### src/core/ee_consts.svh
/*
 * Constants of the serial EEPROM write target: array shape, bit phases
 * and the self-timed write cycle.
 * Assumes a 100 ns system clock; included by bare name.
 */
`ifndef EE_CONSTS_SVH
`define EE_CONSTS_SVH

// ----------------------------------------------------------------
// Array shape
// ----------------------------------------------------------------
`define EE_ADDR_W     12
`define EE_PAGE_W     5
`define EE_PAGES      128
`define EE_PAGE_BYTES 32

// ----------------------------------------------------------------
// Bit phases within a nine-clock word
// ----------------------------------------------------------------
`define EE_ACK_BIT    4'h8
`define EE_LAST_BIT   4'h9

// ----------------------------------------------------------------
// Timing
// ----------------------------------------------------------------
`define EE_CLK_NS     100
`define EE_TWC_NS     5000000
`define EE_TWC_CYC    (`EE_TWC_NS / `EE_CLK_NS)

`endif

### src/core/ee_pkg.sv
/*
 * Types of the serial EEPROM write target.
 * Assumes nothing beyond a SystemVerilog compiler.
 */
package ee_pkg;

   // ----------------------------------------------------------------
   // Protocol states
   // ----------------------------------------------------------------
   typedef enum logic [2:0] {
      ST_IDLE,    // Standby or unaddressed
      ST_DEV,     // Receiving device address
      ST_ADRH,    // Receiving upper word address
      ST_ADRL,    // Receiving lower word address
      ST_DATA,    // Receiving write data
      ST_READ     // Read mode, waits for STOP
   } ee_state_e;

   // Word address
   typedef logic [11:0] ee_addr_t;

endpackage : ee_pkg

### src/core/ee_target.sv
/*
 * Two-wire serial EEPROM target, write path: START/STOP detection,
 * device address match, word address load, page buffer, self-timed
 * write cycle and acknowledge polling.
 * Assumes bus clock, data and pins arrive asynchronously and are
 * synchronised here; the data line is resolved outside from o_sda_oe.
 */
// Functional notes
// - Sample on clock rise, drive after fall
// - Data line only pulled low or released
// - Protect high blocks all programming
// - 128 pages of 32, 12-bit address
// - Falling data, clock high, is START
// - Rising data, clock high, is STOP
// - Standby after read STOP, or write done
// - Acknowledge low on ninth clock
// - Standby after power-up, read, programming
// - START, eighteen ones, START resets protocol
// - Device type nibble must match
// - Chip select bits match else standby
// - Eighth bit selects read or write
// - Two word-address bytes then data, acknowledged
// - STOP starts timed write, inputs ignored
// - Write cycle done within 5 ms
// - Up to 32 bytes per page
// - Only low five address bits increment
// - Overflow wraps and overwrites page bytes
// - No acknowledge while programming, polling
// - New START abandons pending write, keeps address
`include "ee_consts.svh"

module ee_target #(
   parameter logic [3:0] DEV_TYPE = 4'h5,         // Arbitrary value
   parameter int         TWC_CYC  = `EE_TWC_CYC   // Write cycle length
) (
   input  wire logic i_clk,
   input  wire logic i_sys_rst,
   input  wire logic i_scl,
   input  wire logic i_sda,
   input  wire logic i_chip_select_pin_2,
   input  wire logic i_chip_select_pin_1,
   input  wire logic i_chip_select_pin_0,
   input  wire logic i_wp,
   output logic      o_sda_out,
   output logic      o_sda_oe,
   output logic      o_standby,
   output logic      o_busy
);

   localparam int TW = $clog2(TWC_CYC + 1);

   // ----------------------------------------------------------------
   // Input synchronisers
   // ----------------------------------------------------------------
   logic [5:0] sync1_q;    // First stage, read only by second
   logic [5:0] sync2_q;    // Second stage
   logic       scl_p_q;    // Previous synchronised clock
   logic       sda_p_q;    // Previous synchronised data

   // Two flops on every pin input
   always_ff @(posedge i_clk or posedge i_sys_rst) begin
      if (i_sys_rst) begin
         sync1_q <= 6'h03;
         sync2_q <= 6'h03;
         scl_p_q <= 1'b1;
         sda_p_q <= 1'b1;
      end else begin
         sync1_q <= {i_wp, i_chip_select_pin_2, i_chip_select_pin_1,
                     i_chip_select_pin_0, i_sda, i_scl};
         sync2_q <= sync1_q;
         scl_p_q <= sync2_q[0];
         sda_p_q <= sync2_q[1];
      end
   end

   logic       scl_s;      // Synchronised bus clock
   logic       sda_s;      // Synchronised bus data
   logic [2:0] cs_s;       // Synchronised chip selects
   logic       wp_s;       // Synchronised protect
   logic       scl_rise;   // Bus clock rising
   logic       scl_fall;   // Bus clock falling
   logic       start_det;  // START seen
   logic       stop_det;   // STOP seen

   assign scl_s    = sync2_q[0];
   assign sda_s    = sync2_q[1];
   assign cs_s     = sync2_q[4:2];
   assign wp_s     = sync2_q[5];
   assign scl_rise = scl_s & ~scl_p_q;
   assign scl_fall = ~scl_s & scl_p_q;
   assign start_det = scl_s & scl_p_q & sda_p_q & ~sda_s;
   assign stop_det  = scl_s & scl_p_q & ~sda_p_q & sda_s;

   // ----------------------------------------------------------------
   // Device address decode
   // ----------------------------------------------------------------
   // Type nibble and chip selects match
   function automatic logic dev_match(input logic [7:0] w,
                                      input logic [2:0] cs);
      dev_match = (w[7:4] == DEV_TYPE) && (w[3:1] == cs);
   endfunction : dev_match

   // ----------------------------------------------------------------
   // Protocol state
   // ----------------------------------------------------------------
   ee_pkg::ee_state_e          state_q, state_d;   // Protocol state
   logic [3:0]                 bit_q, bit_d;       // Clocks in word
   logic [7:0]                 shr_q, shr_d;       // Shift register
   ee_pkg::ee_addr_t           addr_q, addr_d;     // Word address
   logic [`EE_PAGE_BYTES-1:0]  mask_q, mask_d;     // Bytes latched
   logic                       oe_q, oe_d;         // Pull line low
   logic [TW-1:0]              tmr_q, tmr_d;       // Write cycle timer
   logic                       stb_q, stb_d;       // Standby flag
   logic                       busy_q, busy_d;     // Registered busy output
   logic                       busy;               // Programming
   logic                       wr_byte;            // Data byte taken
   logic                       commit;             // Last timer cycle

   assign busy    = (tmr_q != '0);
   assign commit  = (tmr_q == TW'(1));
   assign wr_byte = scl_fall && (bit_q == `EE_ACK_BIT)
                    && (state_q == ee_pkg::ST_DATA);

   // Next-state logic of the protocol
   always_comb begin
      state_d = state_q;
      bit_d   = bit_q;
      shr_d   = shr_q;
      addr_d  = addr_q;
      mask_d  = mask_q;
      oe_d    = oe_q;
      tmr_d   = busy ? tmr_q - TW'(1) : tmr_q;
      if (start_det) begin
         state_d = ee_pkg::ST_DEV;
         bit_d   = 4'h0;
         oe_d    = 1'b0;
         if (!busy) begin
            mask_d = '0;
         end
      end else if (stop_det) begin
         if (state_q == ee_pkg::ST_DATA && mask_q != '0 && !wp_s && !busy) begin
            tmr_d = TW'(TWC_CYC);
         end
         state_d = ee_pkg::ST_IDLE;
         oe_d    = 1'b0;
      end else if (state_q != ee_pkg::ST_IDLE) begin
         if (scl_rise && bit_q < `EE_LAST_BIT) begin
            bit_d = bit_q + 4'h1;
            if (bit_q < `EE_ACK_BIT) begin
               shr_d = {shr_q[6:0], sda_s};
            end
         end else if (scl_fall && bit_q == `EE_LAST_BIT) begin
            // Ninth clock over, release
            bit_d = 4'h0;
            oe_d  = 1'b0;
         end else if (scl_fall && bit_q == `EE_ACK_BIT) begin
            unique case (state_q)
               ee_pkg::ST_DEV: begin
                  if (dev_match(shr_q, cs_s) && !busy) begin
                     oe_d = 1'b1;
                     state_d = shr_q[0] ? ee_pkg::ST_READ : ee_pkg::ST_ADRH;
                  end else begin
                     state_d = ee_pkg::ST_IDLE;
                  end
               end
               ee_pkg::ST_ADRH: begin
                  addr_d[11:8] = shr_q[3:0];
                  oe_d         = 1'b1;
                  state_d      = ee_pkg::ST_ADRL;
               end
               ee_pkg::ST_ADRL: begin
                  addr_d[7:0] = shr_q;
                  oe_d        = 1'b1;
                  state_d     = ee_pkg::ST_DATA;
               end
               ee_pkg::ST_DATA: begin
                  mask_d[addr_q[4:0]] = 1'b1;
                  addr_d[4:0]         = addr_q[4:0] + 5'h01;
                  oe_d                = 1'b1;
               end
               ee_pkg::ST_READ: begin
                  // Read data path lives elsewhere
                  oe_d = 1'b0;
               end
               ee_pkg::ST_IDLE: begin
                  oe_d = 1'b0;
               end
            endcase
         end
      end
      if (commit) begin
         mask_d = '0;
      end
      // standby when idle and not programming
      // after write, only once cycle ends
      stb_d = (state_d == ee_pkg::ST_IDLE) && (tmr_d == '0);
      // Busy output tracks the timer, from a flop
      busy_d = (tmr_d != '0);
   end

   // Protocol registers
   always_ff @(posedge i_clk or posedge i_sys_rst) begin
      if (i_sys_rst) begin
         state_q <= ee_pkg::ST_IDLE;
         bit_q   <= 4'h0;
         shr_q   <= 8'h00;
         addr_q  <= '0;
         mask_q  <= '0;
         oe_q    <= 1'b0;
         tmr_q   <= '0;
         stb_q   <= 1'b1;
         busy_q  <= 1'b0;
      end else begin
         state_q <= state_d;
         bit_q   <= bit_d;
         shr_q   <= shr_d;
         addr_q  <= addr_d;
         mask_q  <= mask_d;
         oe_q    <= oe_d;
         tmr_q   <= tmr_d;
         stb_q   <= stb_d;
         busy_q  <= busy_d;
      end
   end

   // ----------------------------------------------------------------
   // Page buffer and array
   // ----------------------------------------------------------------
   logic [7:0] pbuf [`EE_PAGE_BYTES];                 // Page latches
   logic [7:0] mem  [`EE_PAGES * `EE_PAGE_BYTES];     // Array

   // Latch data bytes, program page at cycle end
   always_ff @(posedge i_clk) begin
      if (wr_byte) begin
         pbuf[addr_q[4:0]] <= shr_q;
      end
      if (commit) begin
         // program only the latched bytes, in one cycle
         for (int i = 0; i < `EE_PAGE_BYTES; i++) begin
            if (mask_q[i]) begin
               mem[{addr_q[11:5], 5'(i)}] <= pbuf[i];
            end
         end
      end
   end

   // ----------------------------------------------------------------
   // Outputs
   // ----------------------------------------------------------------
   logic sda_o_q;   // Output level, never high

   always_ff @(posedge i_clk or posedge i_sys_rst) begin
      if (i_sys_rst) begin
         sda_o_q <= 1'b0;
      end else begin
         sda_o_q <= 1'b0;
      end
   end

   assign o_sda_out = sda_o_q;
   assign o_sda_oe  = oe_q;
   assign o_standby = stb_q;
   assign o_busy    = busy_q;

   // ----------------------------------------------------------------
   // Checks
   // ----------------------------------------------------------------
   // output level stays low
   open_drain_a: assert property (@(posedge i_clk) disable iff (i_sys_rst)
      o_sda_out == 1'b0)
      else $error("data line driven high");

   // drive begins only after falling clock
   drive_on_fall_a: assert property (@(posedge i_clk) disable iff (i_sys_rst)
      $rose(o_sda_oe) |-> $past(scl_fall))
      else $error("acknowledge not after clock fall");

   start_restart_a: assert property (@(posedge i_clk) disable iff (i_sys_rst)
      start_det |=> (state_q == ee_pkg::ST_DEV) && (bit_q == 4'h0) && !o_sda_oe)
      else $error("START did not restart");

   protect_block_a: assert property (@(posedge i_clk) disable iff (i_sys_rst)
      $rose(busy) |-> !$past(wp_s) && $past(stop_det))
      else $error("write cycle under protect");

   cycle_hold_a: assert property (@(posedge i_clk) disable iff (i_sys_rst)
      $rose(busy) |-> (tmr_q == TW'(TWC_CYC)) ##1 busy[*7])
      else $error("write cycle cut short");

   poll_nack_a: assert property (@(posedge i_clk) disable iff (i_sys_rst)
      busy && scl_fall && bit_q == `EE_ACK_BIT && state_q == ee_pkg::ST_DEV
      |=> !o_sda_oe)
      else $error("acknowledged while busy");

   page_row_a: assert property (@(posedge i_clk) disable iff (i_sys_rst)
      wr_byte |=> addr_q[11:5] == $past(addr_q[11:5])
                  && addr_q[4:0] == $past(addr_q[4:0]) + 5'h01)
      else $error("page row or column wrong");

   ack_release_a: assert property (@(posedge i_clk) disable iff (i_sys_rst)
      scl_fall && bit_q == `EE_LAST_BIT |=> !o_sda_oe && bit_q == 4'h0)
      else $error("acknowledge not released");

   standby_busy_a: assert property (@(posedge i_clk) disable iff (i_sys_rst)
      busy |-> !o_standby)
      else $error("standby during write cycle");

endmodule : ee_target

### config.mk
export PLATFORM = sky130hd
export DESIGN_NAME = ee_target
export DESIGN_NICKNAME = d
export VERILOG_FILES = /design/src/core/ee_pkg.sv /design/src/core/ee_target.sv
export VERILOG_INCLUDE_DIRS = /design/src /design/src/core
export SDC_FILE = /design/constraint.sdc
export NUM_CORES = 1
export LEC_CHECK = 0
export ABC_AREA = 1
export BUFFER_PORTS_ARGS = -buffer_cell sky130_fd_sc_hd__buf_2
export CORE_AREA = 2 2 90 92
export DETAILED_ROUTE_END_ITERATION = 8
export DIE_AREA = 0 0 92 94
export GPL_TIMING_DRIVEN = 1
export PLACE_DENSITY = 0.74
export SLEW_MARGIN = 20
export SYNTH_ARGS = -nofsm -noshare
export SYNTH_HDL_FRONTEND = slang
export SYNTH_SLANG_ARGS = --single-unit
### constraint.sdc
create_clock -name i_clk -period 2.7 [get_ports i_clk]
set_input_delay 0.54 -clock i_clk [delete_from_list [all_inputs] [get_ports i_clk]]
set_output_delay 0.54 -clock i_clk [all_outputs]
set_load 0.05 [all_outputs]
Yosys cells after proc, flatten, opt, wreduce, memory -nomap -nowiden. Index checks and enable logic that the tools add are counted.

Bits in registers: 85. Input port bits: 8. Output and inout port bits: 4. Logic and storage cells: 125.

$add $sub $neg: 3. Magnitude comparators: 4. Equal/unequal tests: 17. Muxes and demuxes: 38. Bitwise logic cells: 16. Reduce and logical (&&, ||, !) cells: 34.

Operators with widths (count): $mux 32 (9); $mux 16 (4); $or 32x32->32 (1); $reduce_bool 16->1 (2); $reduce_bool 32->1 (1); $mux 3 (8); $mux 4 (5); $reduce_bool 3->1 (6); $eq 16x1->1 const B (1); $logic_not 16->1 (1); $sub 16x1->16 const B (1); $reduce_and 7->1 (2); $logic_and 1x1->1 (10); $pmux 5 s2 (1); $ne 3x3->1 const B (3); $pmux 3 s3 (1); $eq 4x4->1 const B (2); $lt 4x4->1 const B (2); $mux 1 (8); $not 1->1 (8); $and 1x1->1 (7); $eq 3x2->1 const B (2); $eq 3x3->1 const B (2); $logic_not 3->1 (2); other kinds (20) (23).

Logic depth before layout (Yosys ltp). Gate-level depths: netlist of the first run.

Word-level depth: 13. Depth in mapped cells: 13. Gate-level depth less buffers: 13.

Worst setup path after synthesis of the first run. No wires, ideal clock.

Kind: register to register. Start point: register bit_q[0]. End point: register addr_q[0]. Setup time: 0.127 ns. Data arrival time: 1.659 ns. Required time: 2.573 ns. Setup slack: 0.914 ns. Cell stages (with the launch flop): 10. Buffers on the path: 0. Clock period less this slack: 1.786 ns. Cell sequence: dfrtp_1 -> inv_1 -> ha_1 -> inv_1 -> nor3_1 -> inv_1 -> nor3_4 -> inv_1 -> a211oi_1 -> a21oi_1.

Word-level cells in the longest chain between the ends: 4. Elaborated cells on any way between the ends: 9. Classes of those cells: 1 x order compare; 2 x eq/ne; 2 x bitwise; 4 x reduce/logical.

Ends and longest elaborated chain: from (decl) (RTL line ee_target.sv:107) `logic [3:0] bit_q, bit_d;`; from (signal assigned) (RTL line ee_target.sv:215) `bit_q <= bit_d;`; $lt 4x4->1 (no source line) / $eq 4x4->1 (equally long branches); $logic_and 1x1->1 (no source line); $not 1->1 (no source line); $reduce_and 7->1 (no source line) (*); to (signal assigned) (RTL line ee_target.sv:217) `addr_q <= addr_d;`; to (decl) (RTL line ee_target.sv:109) `ee_pkg::ee_addr_t addr_q, addr_d;`.

Every way passes the cells marked *; elsewhere a longest branch is shown, timed or not. A chain may end at the register's enable or synchronous reset.

Final worst setup path of the first run.
Start point: register tmr_q[0]. End point: register stb_q, in the netlist o_standby.

Elaborated cells on any way between the ends: 20. Classes of those cells: 1 x add/sub; 12 x mux; 7 x reduce/logical.

RTL lines: from (decl) (RTL line ee_target.sv:112) `logic [TW-1:0] tmr_q, tmr_d;`; from (signal assigned) (RTL line ee_target.sv:220) `tmr_q <= tmr_d;`; parallel branches: the longest is 5 deep, another holds $sub 16x1->16; $mux 16 (*) (RTL line ee_target.sv:133) `if (start_det) begin`; named net tmr_d[4] (RTL line ee_target.sv:112); $logic_not 16->1 (*) (RTL line ee_target.sv:196) `stb_d = (state_d == ee_pkg::ST_IDLE) && (tmr_d == '0);`; $logic_and 1x1->1 (*) (RTL line ee_target.sv:196); named net stb_d (RTL line ee_target.sv:113) `logic stb_q, stb_d;`; to (signal assigned) (RTL line ee_target.sv:221) `stb_q <= stb_d;`; to (decl) (RTL line ee_target.sv:113).

Mark *: on every way through the listed nets, which the timed path passes.

==> reports/summary.txt, run 1 <==
Clock-pin slew of the registers on the worst-case setup and hold paths: 0.09 ns
Placer Congestion: 0.926
Worst-case clock buffer depth: 2
Port Buffers: 10
Pwr Total: 2.46 mW
Layout cells sized above 1: 9.43%
Inst Count DP: 617
CTS root buf: clkbuf_8
Max H-tree Level: 3
Routed WL per cell: 12.7 microns
Yosys synthesis warning count: 0
Starting Density: 55.1%
Worst EP required: 2.97 ns
1st-iter DRT viols: 188
Pin count of the biggest net entering global routing: 40
Cts repair resizes: 0
CTS Buf Count: 9
Top cell type's share of synthesized area: 46.5%
Setup Buffers After CTS: 0
Peak Freq: 458 MHz
Row count: 32
Hold_buf cts: 0
WP data arrival: 2.46 ns
Post-route cell area: 0.00460 sq mm
Setup total negative slack: 0 ns
Tightest Pin Transition: 0.562 ns
Post-synthesis cell type count: 34
Routed via count: 3,314
Die area: 0.00865 sq mm
Core ar.: 0.00761 sq mm
Top FF cell, synth: dfrtp_1
Final routed DRC violation total: 0
Slew HR: 62.4%
CTS tree: yes
Placed cell area: 0.00437 sq mm
Tmin final: 2.18 ns
Post-DP HPWL: 5610 microns
Antenna cell count: 0
Sequential area share after synthesis: 50.9%
Clock latency on the worst-skew pair: 0.35 ns
Die X: 92 microns
Hold Vio Cnt, Final: 0
HP Class: input pin to async pin
Final Non-Filler Cells: 632
Total leakage power: 2.38 nW
DRT Pass-1 Iters: 5
Vias per std cell: 5.24
Unrepaired setup endpoints after global routing: no
Pwr/cell area: 536 mW/mm^2
Post-route ant nets: 0
Fin crit share: 80.9%
Worst setup SP type: flip-flop
Initial antenna violation count: 0
IO Count: 12
Vias in the first global route: 3,287
Top post-synthesis cells by area: dfrtp_1 47%, nor2_1 8.9%, inv_1 7.2%
Filler cell count: 664
Final WL: 8000 microns
Area delta synth->final: 9.54%
Die H: 94 microns
First-pass GRT wire length: 14,500 microns
Count leader, synth: nor2_1
Max Transition Viols Final: 0
Status: finished, final reports clean
FFs w/ async S/R, synth: 100%
Leading area contributor after synthesis: dfrtp_1
Post-layout net count: 544
Max-Cap Viols: 0
Mapped Area: 0.00420 sq mm
Max VDD drop: 0.319 mV
Final setup violating endpoints: 0
CTS Sinks: 85
Worst Setup Path Type: flip-flop to flip-flop
Synth cell count leaders: 99 x nor2_1, 80 x inv_1, 78 x dfrtp_1, 78 x nand2_1, 34 x nand3_1
GRT Total Usage: 21.0%
Critical Path Sink Type: flip-flop
CP Max Fanout: 18
Synth Instances: 509
Grt ovf: 0
Syn avg cell area: 8.24 sq um
EDFF count, synth: 0
Clk_skew: 0.0111 ns
Syn Nets: 527
Seq cells post-synth: 85
where the power goes:
group | switching (mW) | internal, mW | leakage, nW | total (mW)
Sequential | 0.0219 | 1.31 | 1.14 | 1.33
Combinational | 0.0846 | 0.0402 | 1.14 | 0.125
Clock | 0.462 | 0.545 | 0.105 | 1.01
area by class of cell:
| type | count | area, sq um | area share, % |
|---|---|---|---|
| Clock inverter | 5 | 83.8 | 1.82 |
| Timing Repair Buffer | 13 | 85.1 | 1.85 |
| Tap cell | 102 | 128 | 2.78 |
| Sequential cell | 85 | 2140 | 46.5 |
| Clock buffer | 10 | 138 | 2.99 |
| Multi-Input combinational cell | 337 | 1720 | 37.5 |
| Inverter | 80 | 304 | 6.62 |
routing by layer:
| metal | share of wire [%] | up-vias | GRT usage (%) |
|---|---|---|---|
| met4 | 2.0 | 0 | 9.45 |
| met2 | 48 | 91 | 35.2 |
| met1 | 45 | 1565 | 26.8 |
| met5 | 0 | - | 0 |
| li1 | - | 1641 | - |
| met3 | 4.5 | 17 | 3.85 |
placed cells by master (no fill, tap or decap), types with 10 or more instances in the layout:
cell | synthesis | layout
a21oi_1 | 13 | 13
buf_2 | 0 | 10
clkbuf_8 | 0 | 10
dfrtp_1 | 78 | 78
ha_1 | 10 | 10
inv_1 | 80 | 79
nand2_1 | 78 | 78
nand3_1 | 34 | 34
nor2_1 | 99 | 99
o21a_1 | 33 | 33
o21ai_0 | 26 | 26
worst paths after layout:
kind,slack (ns),depth (start not counted),start,endpoint
setup / recovery,0.52,13,tmr_q[0],o_standby
hold / removal,0.23,2,i_sys_rst,mask_q[17]
setup reg to reg,0.52,13,tmr_q[0],o_standby
hold reg to reg,0.35,0,sync1_q[2],sync2_q[2]
max in group asynchronous,1.75,3,i_sys_rst,scl_p_q
min in group i_clk,0.28,1,i_scl,sync1_q[0]
flip-flops by register name (all words and copies together), names as in the netlist, 3 cells and up:
signal / cells
addr_q: 5
bit_q: 4
mask_q: 32
shr_q: 8
state_q: 3
sync1_q: 6
sync2_q: 6
tmr_q: 16
cell families (layout without fill, tap and decap cells):
kind of cell | after synthesis | count (layout) | share of synthesized area (%)
buffers and inverters | 87 | 108 | 8.05
XOR/XNOR | 5 | 5 | 1.04
AND/OR/NAND/NOR | 240 | 240 | 24.7
multiplexers | 1 | 1 | 0.268
other | 1 | 1 | 0.0894
flip-flops | 85 | 85 | 50.9
adder cells (fa/ha/maj) | 10 | 10 | 2.98
AO/OA/AOI/OAI | 80 | 80 | 12.0
metrics by stage:
stage / hold slack (ns) / setup slack, ns / util (%)
3_3_place_gp: 0.332 / 0.610 / 57.5
4_1_cts: 0.245 / 0.540 / 60.4
6_report: 0.233 / 0.516 / 60.4
2_1_floorplan: 0.331 / 0.914 / -
5_1_grt: 0.263 / 0.301 / 60.4
3_5_place_dp: 0.335 / 0.577 / 57.5
critical path, stage by stage (launching register included):
cell and delay, ns:
dfrtp_1 0.43, inv_1 0.11, ha_1 0.20, nand2_1 0.07, nor2_2 0.05, nand2_4 0.18
nor2_1 0.07, nand2_1 0.27, nand3_1 0.19, nor2_1 0.12, nand2_1 0.06, nor2_1 0.12
nand2_1 0.10, nor2_1 0.14
No activity file was read; power rests on OpenSTA's default activity.
==> inputs of run 2 (changes only) <==
ABC_AREA = 0   (was 1)
CORE_AREA = 2 2 89 91   (was 2 2 90 92)
DIE_AREA = 0 0 91 93   (was 0 0 92 94)
PLACE_DENSITY = 0.75   (was 0.74)
clock period = 1.8 ns   (was 2.7 ns; I/O delays follow)
==> run 2 against run 1 <==
The run now ends with negative setup slack left. Sequential power up 63%. Synthesized area down 1.8%. Final cell count up 0.16%. Clock power up 45%. Via count up 22%. Worst setup slack worse by 1.1 ns. Clock skew up 0.0048 ns. Hold slack worse by 0.16 ns. Core utilization up 23 points. Sequential share of layout area down 12 points. Synthesized cell count down 21%. Register-to-register slack worse by 1.1 ns. Largest power group unchanged.
==> reports/summary.txt, run 2 <==
FFs w/ async S/R, synth: 100% (unchanged)
Final WL: 14,100 microns (+76%)
CP max stage cell: dfrtp_1
Pwr Total: 4.62 mW (+88%)
Vias per std cell: 6.37 (+22%)
Total leakage power: 2.91 nW (+22%)
Setup total negative slack: -18.12 ns (-18.12 ns)
Clk_skew: 0.0159 ns (+0.00482 ns)
Post-synthesis cell type count: 68 (+100%)
WHS: 0.0758 ns (-0.158 ns)
Hold Vio Cnt, Final: 0 (unchanged)
Clock-pin slew of the registers on the worst-case setup and hold paths: 0.10 ns (about the same)
Dpl ws: -0.625 ns (-1.20 ns)
Mapped Area: 0.00412 sq mm (-1.8%)
Pin count of the biggest net entering global routing: 86 (+110%)
Setup WS post-layout: -0.619 ns (-1.13 ns)
Max Transition Viols Final: 0 (unchanged)
Placed cell area: 0.00517 sq mm (+18%)
Worst Setup Path Type: flip-flop to flip-flop
DRT Pass-1 Iters: 5 (unchanged)
Count leader, synth: dfrtp_1
Max H-tree Level: 3 (unchanged)
Synth cell count leaders: 78 x dfrtp_1, 49 x nor2_1, 43 x a21oi_1
Die area: 0.00846 sq mm (-2.1%)
Pwr/cell area: 735 mW/mm^2 (+37%)
Row count: 32 (unchanged)
Fin crit share: 134% (+53 points)
Initial antenna violation count: 0 (unchanged)
Vias in the first global route: 3,987 (+21%)
Post-DP HPWL: 6700 microns (+19%)
Top flop regs: mask_q (32), tmr_q (16), shr_q (8)
HP Class: input pin to async pin
Routed via count: 4,033 (+22%)
EDFF count, synth: 0 (unchanged)
Layout cells sized above 1: 56.9% (+47 points)
Top cell type's share of synthesized area: 47.4% (+0.86 points)
Post-layout net count: 544 (unchanged)
Final routed DRC violation total: 0 (unchanged)
Worst stage delay on the critical path: 0.44 ns (about the same)
Post-layout util: 83.5% (+23 points)
Antenna cell count: 0 (unchanged)
Port Buffers: 10 (unchanged)
Sequential area share after synthesis: 51.9% (+0.94 points)
Clock latency on the worst-skew pair: 0.38 ns (+0.03 ns)
1st-iter DRT viols: 416 (+120%)
Max reg flops: 32 (unchanged)
Die X: 91 microns (-1.1%)
Most Frequent Cell on Critical Path: buf_4
Die H: 93 microns (-1.1%)
First-pass GRT wire length: 19,600 microns (+35%)
CP Max Fanout: 3 (-15)
CTS Buf Count: 9 (unchanged)
IO Count: 12 (unchanged)
Placer Congestion: 0.919 (-0.72%)
Most frequent cells in the layout: 94 x buf_4, 77 x dfrtp_1, 32 x nor2_1
Hold_buf cts: 0 (unchanged)
Syn Nets: 420 (-20%)
Area delta synth->final: 52.6%
Final setup violating endpoints: 61 (+61)
Starting Density: 54.7% (-0.43 points)
Worst-case clock buffer depth: 2 (unchanged)
Top post-synthesis cells by area: dfrtp_1 47%, a21oi_1 5.2%, dfstp_2 4.5%
Tmin final: 2.42 ns (+0.235 ns)
Yosys synthesis warning count: 0 (unchanged)
Post-route cell area: 0.00628 sq mm (+37%)
Worst setup SP type: flip-flop
Seq cells post-synth: 85 (unchanged)
Routed WL per cell: 22.3 microns (+76%)
Top FF cell, synth: dfrtp_1
Peak Freq: 413 MHz (-9.7%)
CTS tree: yes
Tightest Pin Transition: 0.978 ns (+0.415 ns)
Worst EP required: 2.06 ns (-0.91 ns)
Post-route ant nets: 0 (unchanged)
Status: finished, violations left
Unrepaired setup endpoints after global routing: yes
Max VDD drop: 0.727 mV (+130%)
CTS Sinks: 85 (unchanged)
GRT Total Usage: 29.5% (+8.5 points)
Commonest non-fill, non-tap cell in the layout: buf_4
Inst Count DP: 589 (-4.5%)
Leading area contributor after synthesis: dfrtp_1
Max-Cap Viols: 0 (unchanged)
Grt ovf: 0 (unchanged)
Slew HR: 34.3% (-28 points)
CTS root buf: clkbuf_8
Critical Path Sink Type: flip-flop
WP data arrival: 2.68 ns (+0.22 ns)
Final Non-Filler Cells: 633 (+0.16%)
Core ar.: 0.00753 sq mm (-1.1%)
Largest Register: mask_q
Synth Instances: 402 (-21%)
Syn avg cell area: 10.2 sq um (+24%)
Failing checks: negative setup slack
Worst path cell trace: buf_4, nor4_2, buf_4, buf_4, nand4_1, mux2_2, nor2_2, o2111ai_4, or2_1
==> run 2: changes by cell type in the layout (fill, tap and decap cells not counted), moves of 27 or more <==
| cell | previous run | this run |
|---|---|---|
| buf_4 | 2 | 94 |
| nor2_1 | 99 | 32 |
| inv_1 | 79 | 6 |
| o21a_1 | 33 | 0 |
| nand3_1 | 34 | 7 |
| nand2_1 | 78 | 14 |
==> run 2: timing repair <==
| action | 4_1_cts | 5_1_grt |
|---|---|---|
| buffers inserted | 21 | 14 |
| pin swaps | 39 | 46 |
| gates cloned | 4 | 0 |
| setup endpoints to repair | 61 | 69 |
| gates resized for setup | 90 | 72 |
==> run 2: final timing paths <==
path	startpoint	endpoint	slack (ns)	cells past startpoint
max reg2reg	tmr_q[0]	o_busy	-0.62	9
min reg2reg	sync1_q[4]	sync2_q[4]	0.36	0
min	i_sys_rst	sync1_q[3]	0.08	3
max	tmr_q[0]	o_busy	-0.62	9
max in group asynchronous	i_sys_rst	o_standby	1.32	3
min in group i_clk	i_scl	sync1_q[0]	0.08	1
==> run 2: per-layer routing <==
| metal | track usage [%] | vias up | wire length (microns) |
|---|---|---|---|
| li1 | - | 1706 | - |
| met1 | 37.9 | 2006 | 5250 |
| met2 | 49.6 | 246 | 7110 |
| met3 | 4.59 | 75 | 1030 |
| met4 | 13.9 | 0 | 712 |
| met5 | 0 | - | 0 |
==> run 2: cell type report <==
| class | count | area, sq um |
|---|---|---|
| timing repair buffer | 133 | 1140 |
| inverter | 10 | 41.3 |
| clock inverter | 7 | 82.6 |
| multi-input combinational | 287 | 2630 |
| fill | 369 | 1240 |
| sequential | 85 | 2140 |
| clock buffer | 9 | 124 |
| tap | 102 | 128 |
==> run 2: power by group <==
group	internal (mW)	switching, mW	total (mW)
sequential	2.06	0.110	2.17
clock	0.666	0.794	1.46
combinational	0.490	0.503	0.993
total	3.21	1.41	4.62
==> run 2: cells by family (layout without fill, tap and decap cells) <==
family / Yosys count / count (layout) / synth area share (%)
AND/OR/NAND/NOR: 166 / 166 / 23.1
AO/OA/AOI/OAI: 92 / 92 / 14.1
flip-flops: 85 / 85 / 51.9
buffers and inverters: 30 / 159 / 3.37
multiplexers: 11 / 11 / 2.98
adder cells (fa/ha/maj): 10 / 10 / 3.04
XOR/XNOR: 7 / 7 / 1.49
other: 1 / 1 / 0.0910
==> run 2: worst max-delay path: cells and delay by family, from the launching register on <==
kind | cells | cell delay [ns]
simple gates | 4 | 0.87
flops | 1 | 0.44
compound gates | 1 | 0.18
buf+inv | 3 | 0.49
mux | 1 | 0.32
==> inputs of run 3 (changes only) <==
ABC_AREA = 1   (was 0)
CORE_AREA = 2 2 90 92   (was 2 2 89 91)
DIE_AREA = 0 0 92 94   (was 0 0 91 93)
GPL_TIMING_DRIVEN = default   (was 1)
PLACE_DENSITY = 0.74   (was 0.75)
==> run 3 against run 2 <==
The run still ends with negative setup slack left. Worst setup slack gained 0.50 ns. Critical path depth grew 2. Clock power is 8% lower. Combinational power down 76%. Clock-buffer cell count increased by 3. Via count is 12% lower. First-iteration DRC count shrank 59%. Die area rose by 2.2%. Design area decreased by 16%. Total power decreased by 22%. Hold slack improved by 0.025 ns. Highest routed layer unchanged.
==> reports/summary.txt, run 3 (synthesis gave the netlist of run 1 again) <==
Status: finished, violations left
Failing checks: negative setup slack
Final routed DRC violation total: 0 (unchanged)
Largest Register: mask_q
Filler cell count: 569 (+54%)
Worst setup SP type: flip-flop
Reg power frac: 55.7% (+8.8 points)
Post-DP HPWL: 6000 microns (-10%)
Port Buffers: 10 (unchanged)
Commonest non-fill, non-tap cell in the layout: dfrtp_1
Max reg flops: 32 (unchanged)
Vias per std cell: 5.26 (-17%)
Post-route cell area: 0.00526 sq mm (-16%)
Clock latency on the worst-skew pair: 0.36 ns (-0.02 ns)
Fin crit share: 107% (-28 points)
HP Class: input pin to flip-flop
Row count: 32 (unchanged)
Max-Cap Viols: 0 (unchanged)
Setup total negative slack: -0.492 ns (+17.63 ns)
Setup WS post-layout: -0.118 ns (+0.502 ns)
Worst R2R Setup Slack: -0.12 ns (+0.50 ns)
Vias in the first global route: 3,389 (-15%)
Final setup violating endpoints: 20 (-67%)
CP max stage cell: dfrtp_1
Initial antenna violation count: 0 (unchanged)
Internal power: 2.73 mW (-15%)
Starting Density: 55.1% (+0.43 points)
Clk_skew: 0.0105 ns (-0.00549 ns)
Combinational share of power: 6.6% (-15 points)
Final Non-Filler Cells: 676 (+6.8%)
Worst EP required: 2.09 ns (+0.03 ns)
Top flop regs: mask_q (32), tmr_q (16), shr_q (8)
Antenna cell count: 0 (unchanged)
First-pass GRT wire length: 15,000 microns (-23%)
Worst Setup Path Type: flip-flop to flip-flop
Core ar.: 0.00761 sq mm (+1.1%)
Total leakage power: 2.66 nW (-8.6%)
GRT Total Usage: 21.8% (-7.8 points)
Top delay family on crit path: simple AND/OR/NAND/NOR gates
Layout cells sized above 1: 29.1% (-28 points)
Area delta synth->final: 25.3%
Switching Power: 0.865 mW (-38%)
Grt ovf: 0 (unchanged)
Routed via count: 3,557 (-12%)
Max Transition Viols Final: 0 (unchanged)
Placed cell area: 0.00459 sq mm (-11%)
IO Count: 12 (unchanged)
CTS Buf Count: 9 (unchanged)
Worst stage delay on the critical path: 0.40 ns (-0.04 ns)
Max H-tree Level: 3 (unchanged)
CP Max Fanout: 7 (+4)
Reg-to-reg startpoint: tmr_q[9]
Multi-input logic area: 0.00202 sq mm (-23%)
1st-iter DRT viols: 170 (-59%)
Clock power share: 37.7% (+6.1 points)
CTS tree: yes
Placer Congestion: 0.889 (-3.3%)
Hold Vio Cnt, Final: 0 (unchanged)
Clock-pin slew of the registers on the worst-case setup and hold paths: 0.08 ns (-0.02 ns)
WP data arrival: 2.20 ns (-0.48 ns)
Pwr/cell area: 683 mW/mm^2 (-7.0%)
Routed WL per cell: 14.2 microns (-36%)
Pwr Total: 3.59 mW (-22%)
CTS Sinks: 85 (unchanged)
Worst path cell trace: nor2_2, nand2_2, nor2_4, nand2_4, clkbuf_16, xor2_1, o21ai_1, nand2_1, nor2_2, nand2_1, nor2_1
CTS root buf: clkbuf_8
Post-layout net count: 587 (+7.9%)
Most frequent cells in the layout: 77 x dfrtp_1, 71 x inv_1, 64 x nand2_1
Die area: 0.00865 sq mm (+2.2%)
Unrepaired setup endpoints after global routing: yes
Tmin final: 1.92 ns (-0.502 ns)
Worst-case clock buffer depth: 2 (unchanged)
Post-route ant nets: 0 (unchanged)
Sink of the worst hold path: sync1_q[0]
DRT Pass-1 Iters: 5 (unchanged)
Hold Crit Start: i_scl
Inst Count DP: 644 (+9.3%)
Critical Path Sink Type: flip-flop
Register area: 0.00214 sq mm (unchanged)
Worst Hold Depth: 1
Max VDD drop: 0.662 mV (-8.9%)
Pin count of the biggest net entering global routing: 43 (-50%)
FF-to-FF path depth: 11 (+2)
Final WL: 9580 microns (-32%)
Die H: 94 microns (+1.1%)
Reg-to-Reg End: o_standby
Peak Freq: 521 MHz (+26%)
Die X: 92 microns (+1.1%)
CP bufs+invs: 1 (-2)
Sw frac: 24.1% (-6.4 points)
run 3: cell count changes in the layout (fill, tap and decap cells not counted), sizes merged, moves of 29 or more:
cell and delta:
a21oi -29, buf -79, inv +67, nand2 +57, nor2 +54, o21a +33
run 3: how the worst max path moves through the flow:
stage | slack [ns] | cells past startpoint | startpoint | end
4_1_cts | -0.03 | 11 | tmr_q[1] | o_standby
3_5_place_dp | -0.14 | 12 | sync2_q[0] | o_standby
6_report | -0.12 | 11 | tmr_q[9] | o_standby
5_1_grt | -0.22 | 12 | tmr_q[10] | o_standby
2_1_floorplan | 0.01 | 9 | bit_q[0] | addr_q[0]
3_3_place_gp | -0.11 | 12 | sync2_q[0] | o_standby
run 3: worst reg2reg max path, delay by kind of cell (launching register included):
kind	cells	cell delay (ns)
DFF	1	0.40
AOI/OAI and AO/OA	1	0.15
and+or+nand+nor	8	0.97
xor gates and xnor gates	1	0.16
buffers and inverters	1	0.18
run 3: cell type report:
type                    instances  area share [%]
flip-flops and latches         85            40.7
multi-input cells             337            38.4
repair buffers                 56            9.07
inverters                      80            5.79
clock buffers                  12            2.76
well taps                     102            2.43
clock inverters                 4           0.905
run 3: layer usage:
layer / vias to the layer above / global-route usage [%] / part of all wire (%)
met2: 100 / 37.3 / 52
li1: 1723 / - / -
met5: - / 0 / 0
met4: 0 / 8.33 / 2.3
met3: 17 / 3.45 / 3.4
met1: 1717 / 28.0 / 42
run 3: through the flow:
step | util (%) | setup WS [ns] | hold slack [ns]
finish | 69.1 | -0.118 | 0.101
global route | 69.1 | -0.216 | 0.0852
CTS | 63.7 | -0.0294 | 0.0948
detailed placement | 60.3 | -0.138 | 0.318
global placement | 60.3 | -0.108 | 0.309
floorplan | - | 0.0136 | 0.331
run 3: repair_timing:
action / in CTS / in global routing
hold buffers: 1 / 0
pin swaps: 6 / 36
gates cloned: 0 / 1
setup endpoints to repair: 32 / 46
setup buffers: 2 / 12
hold endpoints to repair: 7 / 0
resized for setup: 15 / 92
run 3: power groups by stage:
| stage | clock network (mW) | registers, mW | logic [mW] |
|---|---|---|---|
| after floorplan | 0 | 2.03 | 0.138 |
| after global placement | 0 | 2.03 | 0.206 |
| after detailed placement | 0 | 2.03 | 0.213 |
| after CTS | 1.37 | 2.00 | 0.219 |
| after global routing | 1.46 | 2.01 | 0.266 |
| final | 1.35 | 2.00 | 0.238 |
